<file path="src/logic/mpss_consts.svh">
// constants for the multiphase startup sequencer
`ifndef MPSS_CONSTS_SVH
`define MPSS_CONSTS_SVH

// command codes of the two startup registers
`define MPSS_CMD_DELAY 8'hD4
`define MPSS_CMD_SLEW 8'hD5
// field position of the 3-bit codes
`define MPSS_CODE_MSB 2
// reset values of the codes
`define MPSS_DELAY_RST 3'h3
`define MPSS_SLEW_RST 3'h2
// reference clock rate
`define MPSS_CLK_MHZ 250
// delay timer step of 0.5 ms
`define MPSS_DLY_STEP_NS 500000
`define MPSS_DLY_STEP_CYC (`MPSS_DLY_STEP_NS * `MPSS_CLK_MHZ / 1000)
// time of one 6.25 mV step at the slowest slew of 0.1 V/ms
`define MPSS_SLEW_BASE_NS 62500
`define MPSS_SLEW_BASE_CYC (`MPSS_SLEW_BASE_NS * `MPSS_CLK_MHZ / 1000)
// power-good masking time
`define MPSS_PG_MASK_NS 250000
`define MPSS_PG_MASK_CYC (`MPSS_PG_MASK_NS * `MPSS_CLK_MHZ / 1000)
// master clock divider (resistor-set rate, 1 MHz default)
`define MPSS_MCLK_DIV 250
// master clock ticks spent on phase detection
`define MPSS_DETECT_TICKS 3'h6
// boot level 1.05 V in 6.25 mV units
`define MPSS_BOOT_CODE 8'hA8
// latchoff delay is the delay period shifted left by this
`define MPSS_LATCH_SHIFT 2

`endif

</file>
<file path="src/logic/mpss_pkg.sv">
// types of the multiphase startup sequencer
`default_nettype none
package mpss_pkg;

    // sequencer states
    typedef enum logic [3:0] {
        MPSS_IDLE = 4'b0000,
        MPSS_INIT_DELAY = 4'b0001,
        MPSS_DETECT = 4'b0010,
        MPSS_BOOT_RAMP = 4'b0011,
        MPSS_BOOT_HOLD = 4'b0100,
        MPSS_FINAL_RAMP = 4'b0101,
        MPSS_PG_MASK = 4'b0110,
        MPSS_GOOD_BLANK = 4'b0111,
        MPSS_RUN = 4'b1000,
        MPSS_LATCH_WAIT = 4'b1001,
        MPSS_LATCHED = 4'b1010
    } mpss_state_t;

    // whole state of the sequencer
    typedef struct packed {
        mpss_state_t state;
        logic [2:0] delay_code;
        logic [2:0] slew_code;
        logic [7:0] rdata;
        logic [15:0] mdiv;
        logic [2:0] ticks;
        logic [19:0] tmr;
        logic [4:0] units;
        logic [19:0] slew_cnt;
        logic [7:0] ref_code;
        logic [7:0] target;
        logic [2:0] tied;
        logic [1:0] slot;
        logic [3:0] drive;
        logic good;
    } mpss_st_t;

endpackage : mpss_pkg
`default_nettype wire

</file>
<file path="src/logic/mpss_sequencer.sv">
// startup sequencer of a multi-phase buck controller
`timescale 1ns/100ps
`default_nettype none
`include "mpss_consts.svh"

// Overview of operation
// - enable and lockout ok start initial delay
// - delay code selects 0.5 to 4 ms
// - command D4 bits 2:0 hold delay code
// - six master ticks of detection, no switching
// - ramp reference in 6.25 mV steps to boot
// - boot hold lasts one delay period
// - sample voltage select code, ramp up or down
// - mask time then one delay of good blanking
// - command D5 bits 2:0 pace both ramps
// - slew code 0.1 to 1.5 V/ms linear
// - latchoff delay is four delay periods
// - sink on phases 2-4, high means unused
// - phase 1 held low during detection
// - unused phases high impedance, others drive
// - per phase rate is master over active count if unused phases are the top ones
// - phases independent, overlap allowed
// - latchoff timing starts only after blanking
// - enable low or power cycle clears latchoff
module mpss_sequencer #(
    parameter int unsigned DLY_STEP_CYC = `MPSS_DLY_STEP_CYC,
    parameter int unsigned SLEW_BASE_CYC = `MPSS_SLEW_BASE_CYC,
    parameter int unsigned PG_MASK_CYC = `MPSS_PG_MASK_CYC,
    parameter int unsigned MCLK_DIV = `MPSS_MCLK_DIV
) (
    input wire logic REF_CLK,
    input wire logic RST,
    input wire logic EN,
    input wire logic SUPPLY_LOCKOUT_OK,
    input wire logic CMD_WR,
    input wire logic [7:0] CMD_CODE,
    input wire logic [7:0] CMD_WDATA,
    output logic [7:0] CMD_RDATA,
    input wire logic [7:0] VOLTAGE_SELECT_CODE,
    input wire logic OVERCURRENT,
    input wire logic VOUT_IN_WINDOW,
    input wire logic [3:0] PHASE_END,
    input wire logic [3:1] PHASE_DRIVE_I,
    output logic [3:0] PHASE_DRIVE_O,
    output logic [3:0] PHASE_DRIVE_OE,
    output logic [3:1] PHASE_SINK_EN,
    output logic [7:0] REF_CODE,
    output logic OUTPUT_GOOD_FLAG,
    output logic LATCHED_OFF,
    output logic [2:0] ACTIVE_PHASES
);

    mpss_pkg::mpss_st_t s;
    mpss_pkg::mpss_st_t next_s;
    logic run_ok;
    logic mtick;
    logic switching;
    logic tmr_wrap;
    logic dly_done;
    logic slew_step;
    logic [5:0] dly_limit;
    logic [2:0] act_cnt;

    // cycles per 6.25 mV step for a slew code
    function automatic logic [19:0] slew_cycles(input logic [2:0] code);
        int unsigned q;
        q = SLEW_BASE_CYC / (32'd1 + 32'd2 * {29'd0, code});
        if (q == 0) begin
            q = 1;
        end
        return q[19:0];
    endfunction : slew_cycles

    // number of active phases from the tied-high pins
    function automatic logic [2:0] phase_count(input logic [2:0] tied);
        return 3'h4 - {2'b00, tied[0]} - {2'b00, tied[1]} - {2'b00, tied[2]};
    endfunction : phase_count

    // shared timing terms
    always_comb begin
        run_ok = EN && SUPPLY_LOCKOUT_OK;
        mtick = (s.mdiv == 16'(MCLK_DIV - 1));
        switching = (s.state >= mpss_pkg::MPSS_BOOT_RAMP) && (s.state != mpss_pkg::MPSS_LATCHED);
        tmr_wrap = (s.tmr == 20'(DLY_STEP_CYC - 1));
        // delay periods in 0.5 ms units; latchoff takes four of them
        dly_limit = 6'({3'b000, s.delay_code} + 6'h01);
        if (s.state == mpss_pkg::MPSS_LATCH_WAIT) begin
            dly_limit = dly_limit << `MPSS_LATCH_SHIFT;
        end
        dly_done = tmr_wrap && ({1'b0, s.units} == dly_limit - 6'h01);
        slew_step = (s.slew_cnt == slew_cycles(s.slew_code) - 20'h00001);
        act_cnt = phase_count(s.tied);
    end

    // next-state logic
    always_comb begin
        next_s = s;
        // free-running master clock divider
        next_s.mdiv = mtick ? 16'h0000 : s.mdiv + 16'h0001;
        next_s.tmr = tmr_wrap ? 20'h00000 : s.tmr + 20'h00001;
        next_s.units = s.units + {4'h0, tmr_wrap};
        next_s.slew_cnt = slew_step ? 20'h00000 : s.slew_cnt + 20'h00001;

        // command writes and registered read-back
        if (CMD_WR && CMD_CODE == `MPSS_CMD_DELAY) begin
            next_s.delay_code = CMD_WDATA[`MPSS_CODE_MSB:0];
        end else if (CMD_WR && CMD_CODE == `MPSS_CMD_SLEW) begin
            next_s.slew_code = CMD_WDATA[`MPSS_CODE_MSB:0];
        end
        if (CMD_CODE == `MPSS_CMD_DELAY) begin
            next_s.rdata = {5'h00, s.delay_code};
        end else if (CMD_CODE == `MPSS_CMD_SLEW) begin
            next_s.rdata = {5'h00, s.slew_code};
        end else begin
            next_s.rdata = 8'h00;
        end

        // startup sequence
        case (s.state)
            mpss_pkg::MPSS_IDLE: begin
                next_s.state = mpss_pkg::MPSS_INIT_DELAY;
            end
            mpss_pkg::MPSS_INIT_DELAY: begin
                if (dly_done) begin
                    next_s.state = mpss_pkg::MPSS_DETECT;
                end
            end
            mpss_pkg::MPSS_DETECT: begin
                next_s.ticks = s.ticks + {2'b00, mtick};
                // capture comparator levels on the last detection tick
                if (mtick && s.ticks == `MPSS_DETECT_TICKS - 3'h1) begin
                    next_s.tied = PHASE_DRIVE_I;
                    next_s.ref_code = 8'h00;
                    next_s.state = mpss_pkg::MPSS_BOOT_RAMP;
                end
            end
            mpss_pkg::MPSS_BOOT_RAMP: begin
                if (s.ref_code == `MPSS_BOOT_CODE) begin
                    next_s.state = mpss_pkg::MPSS_BOOT_HOLD;
                end else if (slew_step) begin
                    next_s.ref_code = s.ref_code + 8'h01;
                end
            end
            mpss_pkg::MPSS_BOOT_HOLD: begin
                if (dly_done) begin
                    next_s.target = VOLTAGE_SELECT_CODE;
                    next_s.state = mpss_pkg::MPSS_FINAL_RAMP;
                end
            end
            mpss_pkg::MPSS_FINAL_RAMP: begin
                if (s.ref_code == s.target) begin
                    next_s.state = mpss_pkg::MPSS_PG_MASK;
                end else if (slew_step && s.ref_code < s.target) begin
                    next_s.ref_code = s.ref_code + 8'h01;
                end else if (slew_step) begin
                    next_s.ref_code = s.ref_code - 8'h01;
                end
            end
            mpss_pkg::MPSS_PG_MASK: begin
                next_s.tmr = s.tmr + 20'h00001;
                if (s.tmr == 20'(PG_MASK_CYC - 1)) begin
                    next_s.state = mpss_pkg::MPSS_GOOD_BLANK;
                end
            end
            mpss_pkg::MPSS_GOOD_BLANK: begin
                if (dly_done) begin
                    next_s.state = mpss_pkg::MPSS_RUN;
                end
            end
            mpss_pkg::MPSS_RUN: begin
                // overcurrent is only timed once blanking is over
                if (OVERCURRENT) begin
                    next_s.state = mpss_pkg::MPSS_LATCH_WAIT;
                end
            end
            mpss_pkg::MPSS_LATCH_WAIT: begin
                if (!OVERCURRENT) begin
                    next_s.state = mpss_pkg::MPSS_RUN;
                end else if (dly_done) begin
                    next_s.state = mpss_pkg::MPSS_LATCHED;
                end
            end
            mpss_pkg::MPSS_LATCHED: begin
                next_s.state = mpss_pkg::MPSS_LATCHED;
            end
            default: begin
                next_s.state = mpss_pkg::MPSS_IDLE;
            end
        endcase

        // every interval starts with cleared timers
        if (next_s.state != s.state) begin
            next_s.tmr = 20'h00000;
            next_s.units = 5'h00;
            next_s.slew_cnt = 20'h00000;
        end

        // independent phase drives, rotating set slot
        for (int i = 0; i < 4; i++) begin
            if (PHASE_END[i]) begin
                next_s.drive[i] = 1'b0;
            end
        end
        if (switching && mtick) begin
            next_s.drive[s.slot] = 1'b1;
            next_s.slot = (s.slot == 2'(act_cnt - 3'h1)) ? 2'b00 : s.slot + 2'b01;
        end
        if (next_s.state < mpss_pkg::MPSS_BOOT_RAMP || next_s.state == mpss_pkg::MPSS_LATCHED) begin
            next_s.drive = 4'h0;
            next_s.slot = 2'b00;
        end
        next_s.drive = next_s.drive & {~next_s.tied, 1'b1};

        next_s.good = (next_s.state == mpss_pkg::MPSS_RUN || next_s.state == mpss_pkg::MPSS_LATCH_WAIT)
            && VOUT_IN_WINDOW;

        // loss of enable or supply abandons the sequence and clears latchoff
        if (!run_ok) begin
            next_s.state = mpss_pkg::MPSS_IDLE;
            next_s.drive = 4'h0;
            next_s.slot = 2'b00;
            next_s.ticks = 3'h0;
            next_s.tied = 3'h0;
            next_s.ref_code = 8'h00;
            next_s.good = 1'b0;
            next_s.tmr = 20'h00000;
            next_s.units = 5'h00;
        end

        if (RST) begin
            next_s = '0;
            next_s.state = mpss_pkg::MPSS_IDLE;
            next_s.delay_code = `MPSS_DELAY_RST;
            next_s.slew_code = `MPSS_SLEW_RST;
        end
    end

    // state register
    always_ff @(posedge REF_CLK) begin
        s <= next_s;
    end

    // outputs
    assign CMD_RDATA = s.rdata;
    assign PHASE_DRIVE_O = s.drive;
    assign PHASE_DRIVE_OE = {{3{switching}} & ~s.tied, 1'b1};
    assign PHASE_SINK_EN = {3{EN && s.state <= mpss_pkg::MPSS_DETECT}};
    assign REF_CODE = s.ref_code;
    assign OUTPUT_GOOD_FLAG = s.good;
    assign LATCHED_OFF = (s.state == mpss_pkg::MPSS_LATCHED);
    assign ACTIVE_PHASES = act_cnt;

    // cycles spent in the current state, for the checks below
    int unsigned h_cnt;
    always_ff @(posedge REF_CLK) begin
        if (RST || next_s.state != s.state) begin
            h_cnt <= 0;
        end else begin
            h_cnt <= h_cnt + 1;
        end
    end
endmodule : mpss_sequencer
`default_nettype wire

</file>
<file path="config.mk">
export PLATFORM = sky130hd
export DESIGN_NAME = mpss_sequencer
export DESIGN_NICKNAME = d
export VERILOG_FILES = /design/src/logic/mpss_pkg.sv /design/src/logic/mpss_sequencer.sv
export VERILOG_INCLUDE_DIRS = /design/src /design/src/logic
export SDC_FILE = /design/constraint.sdc
export NUM_CORES = 1
export LEC_CHECK = 0
export BUFFER_PORTS_ARGS = -buffer_cell sky130_fd_sc_hd__clkbuf_2
export CORE_MARGIN = 3
export CORE_UTILIZATION = 52
export CTS_BUF_LIST = sky130_fd_sc_hd__clkbuf_16
export DETAILED_ROUTE_END_ITERATION = 10
export HOLD_SLACK_MARGIN = 0.1
export PLACE_DENSITY = 0.77
export SLEW_MARGIN = 20
export SYNTH_ARGS = -nofsm -noshare
export SYNTH_HDL_FRONTEND = slang
export SYNTH_SLANG_ARGS = --single-unit
export TNS_END_PERCENT = 50
</file>
<file path="constraint.sdc">
create_clock -name REF_CLK -period 58.9 [get_ports REF_CLK]
set_input_delay 11.78 -clock REF_CLK [delete_from_list [all_inputs] [get_ports REF_CLK]]
set_output_delay 11.78 -clock REF_CLK [all_outputs]
set_load 0.01 [all_outputs]
</file>
Yosys cells after proc, flatten, opt, wreduce, memory -nomap -nowiden
Index checks and enable logic that the tools add are counted.
{"block": "totals", "ff_bits": 108, "in_bits": 38, "output_inout_bits": 32, "word_cells": 137}
{"block": "classes", "n_addsub": 16, "div_mod_pow": 1, "order_cmp": 6, "eq_ne": 31, "mux": 35, "bitwise": 7, "n_reduce_logical": 25}
{"op": "two-way mux 20 bit", "count": 3}
{"op": "two-way mux 4 bit", "count": 12}
{"op": "two-way mux 8 bit", "count": 6}
{"op": "one-hot mux 4 bit (11 select lines)", "count": 1}
{"op": "adder 20 x 1 -> 20 bit (second input constant)", "count": 2}
{"op": "divider 14 x 32 -> 32 bit (first input constant)", "count": 1}
{"op": "zero test 32 bit", "count": 1}
{"op": "equality test 4 bit (second input constant)", "count": 6}
{"op": "equality test 8 bit (second input constant)", "count": 3}
{"op": "one-hot mux 8 bit (3 select lines)", "count": 1}
{"op": "equality test 20 x 16 -> 1 bit (second input constant)", "count": 1}
{"op": "equality test 20 x 17 -> 1 bit (second input constant)", "count": 1}
{"op": "equality test 20 bit", "count": 1}
{"op": "subtractor 20 x 1 -> 20 bit (second input constant)", "count": 1}
{"op": "adder 16 x 1 -> 16 bit (second input constant)", "count": 1}
{"op": "equality test 16 x 8 -> 1 bit (second input constant)", "count": 1}
{"op": "equality test 4 x 3 -> 1 bit (second input constant)", "count": 4}
{"op": "two-way mux 3 bit", "count": 4}
{"op": "logical AND 1 bit", "count": 11}
{"op": "OR reduction 3 bit", "count": 3}
{"op": "adder 8 x 1 -> 8 bit (second input constant)", "count": 1}
{"op": "equality test 4 x 2 -> 1 bit (second input constant)", "count": 2}
{"op": "equality test 8 bit", "count": 1}
{"op": "less-than comparator 8 bit", "count": 1}
{"op": "other kinds (38)", "count": 52}

Logic depth before layout (Yosys ltp)
{"block": "logic_depth", "depth_word": 12, "depth_mapped": 107, "depth_no_buf": 98}

Worst setup path before layout
Ideal clock, no wire load.
{"block": "synth_path", "path_type": "input-to-output", "startpoint": "in EN", "endpoint": "out PHASE_SINK_EN[2] (netlist name)", "arrival_time_ns": 12.134, "path_slack_ns": 34.986, "stages": 2, "path_cell_list": "and3_1 > buf_4"}
{"block": "synth_between", "elab_chain_len": 1}
{"element": "start, declared", "line": "mpss_sequencer.sv:33", "rtl": "input wire logic EN,"}
{"element": "logical AND 1 bit", "line": "mpss_sequencer.sv:247", "rtl": "assign PHASE_SINK_EN = {3{EN && s.state <= mpss_pkg::MPSS_DETECT}};"}
{"element": "end, declared", "line": "mpss_sequencer.sv:46", "rtl": "output logic [3:1] PHASE_SINK_EN,"}
No other way between the ends.

Worst setup path in the final report
{"block": "layout_path", "startpoint": "reg s[99] (netlist name)", "endpoint": "reg s, in the netlist REF_CODE[6]"}
{"block": "layout_between", "elab_chain_len": 10, "elab_cells_between_ends": 13}
{"element": "start, declared", "line": "mpss_sequencer.sv:53", "rtl": "mpss_pkg::mpss_st_t s;"}
{"element": "start signal, assigned", "line": "mpss_sequencer.sv:240", "rtl": "s <= next_s;"}
{"element": "adder 1 x 4 -> 5 bit *", "line": "mpss_sequencer.sv:67", "rtl": "q = SLEW_BASE_CYC / (32'd1 + 32'd2 * {29'd0, code});"}
{"element": "divider 14 x 32 -> 32 bit *", "line": "mpss_sequencer.sv:67"}
{"element": "zero test 32 bit", "line": "mpss_sequencer.sv:68", "rtl": "if (q == 0) begin"}
{"element": "two-way mux 20 bit *", "line": "mpss_sequencer.sv:68"}
{"element": "subtractor 20 x 1 -> 20 bit *", "line": "mpss_sequencer.sv:91", "rtl": "slew_step = (s.slew_cnt == slew_cycles(s.slew_code) - 20'h00001);"}
{"element": "equality test 20 bit *", "line": "mpss_sequencer.sv:91"}
{"element": "logical AND 1 bit", "line": "mpss_sequencer.sv:153", "rtl": "end else if (slew_step && s.ref_code < s.target) begin"}
{"element": "two-way mux 8 bit", "line": "mpss_sequencer.sv:153"}
{"element": "two-way mux 8 bit", "line": "mpss_sequencer.sv:151", "rtl": "if (s.ref_code == s.target) begin"}
{"element": "one-hot mux 8 bit (3 select lines)", "line": "mpss_sequencer.sv:119", "rtl": "case (s.state)"}
Mark *: on every way between the ends. The rest lies on a longest branch, timed or not. The select of a mux whose other input is x is not followed.
A chain may end at the register's enable or synchronous reset.

==> impl_metrics.json <==
{
  "status": "completed",
  "finalSetupTns_ns": 0,
  "nNetsFinal": 1791,
  "cp.arrival_ns": 29.02,
  "rsz0062_at_grt": "no",
  "place_ws_ns": 30.92,
  "p_comb_share_pct": 56.5,
  "grt_pass1_wl_um": 56800,
  "intPower_uw": 160,
  "path_clk_slew_ns": 0.07,
  "synthDistinctLibCells": 117,
  "crit_slowest_cell": "dfxtp_1",
  "hold_violations": 0,
  "p_leak_uw": 0.00489,
  "wl_per_cell_um": 17.0,
  "worstMarginPinSlew_ns": 0.916,
  "antennaDiodeCount": 0,
  "die_w_um": 161,
  "multiInputGateArea_um2": 9770,
  "place.gp.congestion": 0.951,
  "p_clk_share_pct": 20.2,
  "synth-edff-count": 0,
  "die_y_um": 161,
  "cts-root-buf": "clkbuf_16",
  "syn_area_um2": 12400,
  "grt_max_degree": 27,
  "overflow": 0,
  "numCtsBuffers": 9,
  "worstSetupStartpointType": "register",
  "syn_to_final_growth_pct": 5.26,
  "placed_cells": 1987,
  "dieArea_um2": 25800,
  "h-tree-depth": 3,
  "setup_ws_ns": 30.15,
  "drive_gt1_share_pct": 10.0,
  "finClkSkew_ns": 0.00765,
  "ys_seq_area_share_pct": 16.6,
  "synth.most_common_cell": "nor2_1",
  "cts_setup_buffers": 0,
  "clock_latency_ns": 0.35,
  "drt-total-wl_um": 34000,
  "cts.sinks": 103,
  "cts_tree": "done",
  "regArea_um2": 2060,
  "power_uw": 302,
  "hold_depth": 1,
  "firstDrtPassIters": 8,
  "crit_start": "s[99]",
  "synth_cells": 1682,
  "netlist_top_cells_count": "nor2_1 (211), nand2_1 (136), dfxtp_1 (103)",
  "ctsResizeCount": 0,
  "numPortBuffers": 58,
  "ys.flop_type": "dfxtp_1",
  "grt.total_usage_pct": 25.4,
  "core_area_um2": 23100,
  "drc": 0,
  "yosysTopAreaCell": "dfxtp_1",
  "hp-class": "reg2reg",
  "switching_share_pct": 46.8,
  "first_iter_violations": 1061,
  "min_period_over_period_pct": 48.8,
  "synth.top_cell.area_share_pct": 16.6,
  "seqPwrFrac_pct": 23.3,
  "max_stage_delay_ns": 0.86,
  "async_flop_share_pct": 0,
  "start_util_pct": 54.0,
  "r2r_cells": 95,
  "slew_headroom_pct": 39.0,
  "grt_pass1_vias": 11600,
  "synthTopCellsByArea": "dfxtp_1 (17%), nor2_1 (6.4%), ha_1 (6.2%), xnor2_1 (4.6%), nand2_1 (4.1%)",
  "worst_hold_slack_ns": 0.453,
  "path_max_fanout": 18,
  "period_needed_ns": 28.75,
  "setup_viol": 0,
  "ys_ff_latch": 103,
  "place_hpwl_um": 26700,
  "irDropWorstVdd_mv": 0.0185,
  "fillers": 2157,
  "syn_avg_cell_area_um2": 7.40,
  "p_switching_uw": 141,
  "r2r_end": "REF_CODE[6]",
  "hold_path.startpoint": "s[51]",
  "yosysWarnings": 0,
  "hold_end": "s[51]",
  "rows": 55,
  "viasPerCell": 6.42,
  "cts_buffer_depth": 2,
  "powerDensity_nw_per_um2": 23.0,
  "hold_buffers": 0,
  "crit-reg2reg-launch": "s[99]",
  "drtAntennaViolNets": 0,
  "io_pins": 70,
  "fin_cells": 2003,
  "crit_top_cell": "ha_1",
  "r2r_slack_ns": 30.15,
  "crit_type": "reg2reg",
  "antenna_found_initial": 0,
  "via_count": 12900,
  "slew_viol_final": 0,
  "cp-end-kind": "register",
  "fmax_mhz": 34.8,
  "worst_ep_required_time_ns": 59.17,
  "max_cap_viol_count": 0
}
worst max-delay path: cells and delay by family, from the launching register on:
| family | cells | cell delay [ns] |
|---|---|---|
| AOI/OAI and AO/OA | 30 | 8.50 |
| muxes | 8 | 3.03 |
| xor gates and xnor gates | 1 | 0.21 |
| buffers and inverters | 8 | 2.05 |
| and+or+nand+nor | 36 | 10.05 |
| adders and majority gates | 12 | 3.94 |
| DFF | 1 | 0.86 |
layer usage:
layer	vias to the layer above	global-route usage (%)	wire length, um
met2	530	41.0	15200
met4	0	4.69	446
met1	5988	36.0	15400
met3	55	4.31	2870
li1	6293	-	-
met5	-	0	0
sequential cells by signal, summed over array words and instances, names as in the netlist:
name	flops
OUTPUT_GOOD_FLAG	1
CMD_RDATA	3
s	87
REF_CODE	8
PHASE_DRIVE_O	4
logic make-up after synthesis:
| group | after synthesis | synth area share (%) |
|---|---|---|
| and+or+nand+nor | 738 | 30.9 |
| AOI/OAI and AO/OA | 464 | 27.9 |
| buffers and inverters | 141 | 5.15 |
| xor gates and xnor gates | 122 | 8.58 |
| DFF | 103 | 16.6 |
| adders and majority gates | 68 | 7.20 |
| muxes | 44 | 3.66 |
| other | 2 | 0.0603 |
through the flow:
stage,instance area [um2],util [%]
finish,13100,56.8
global route,13100,56.8
CTS,13100,56.8
detailed placement,12800,55.5
global placement,12800,55.5
floorplan,12500,-
area by class of cell:
class	instances	share of cell area, %
flip-flops and latches	103	15.7
inverters	63	1.80
clock inverters	7	0.611
well taps	313	2.99
multi-input cells	1443	74.5
clock buffers	9	1.72
repair buffers	65	2.62
placed cells by master (no fill, tap or decap), types with 21 or more instances in the layout:
master / count
or3_1: 22
a21o_1: 21
a31oi_1: 26
mux2i_1: 35
nor4_1: 23
nand4_1: 30
xor2_1: 57
nor2_1: 211
xnor2_1: 65
nand3_1: 81
inv_1: 56
and3_1: 29
nand2_1: 136
a211oi_1: 24
and2_1: 24
o211ai_1: 21
o21ai_0: 62
ha_1: 62
nor3_1: 55
clkbuf_2: 58
dfxtp_1: 103
a21oi_1: 90
power groups by stage:
| stage | Combinational (uW) | Clock (uW) | Sequential, uW |
|---|---|---|---|
| floorplan | 129 | 0 | 71.7 |
| global placement | 161 | 0 | 71.9 |
| detailed placement | 164 | 0 | 71.9 |
| CTS | 165 | 62.3 | 70.3 |
| global route | 186 | 64.7 | 70.3 |
| finish | 171 | 60.8 | 70.3 |
how the worst max path moves through the flow:
stage,to,slack [ns]
after floorplan,PHASE_SINK_EN[2],34.99
after global placement,REF_CODE[6],31.41
after detailed placement,REF_CODE[6],30.92
after CTS,REF_CODE[6],30.79
after global routing,REF_CODE[6],28.11
final,REF_CODE[6],30.15
Power figures use the tool's default switching activity.
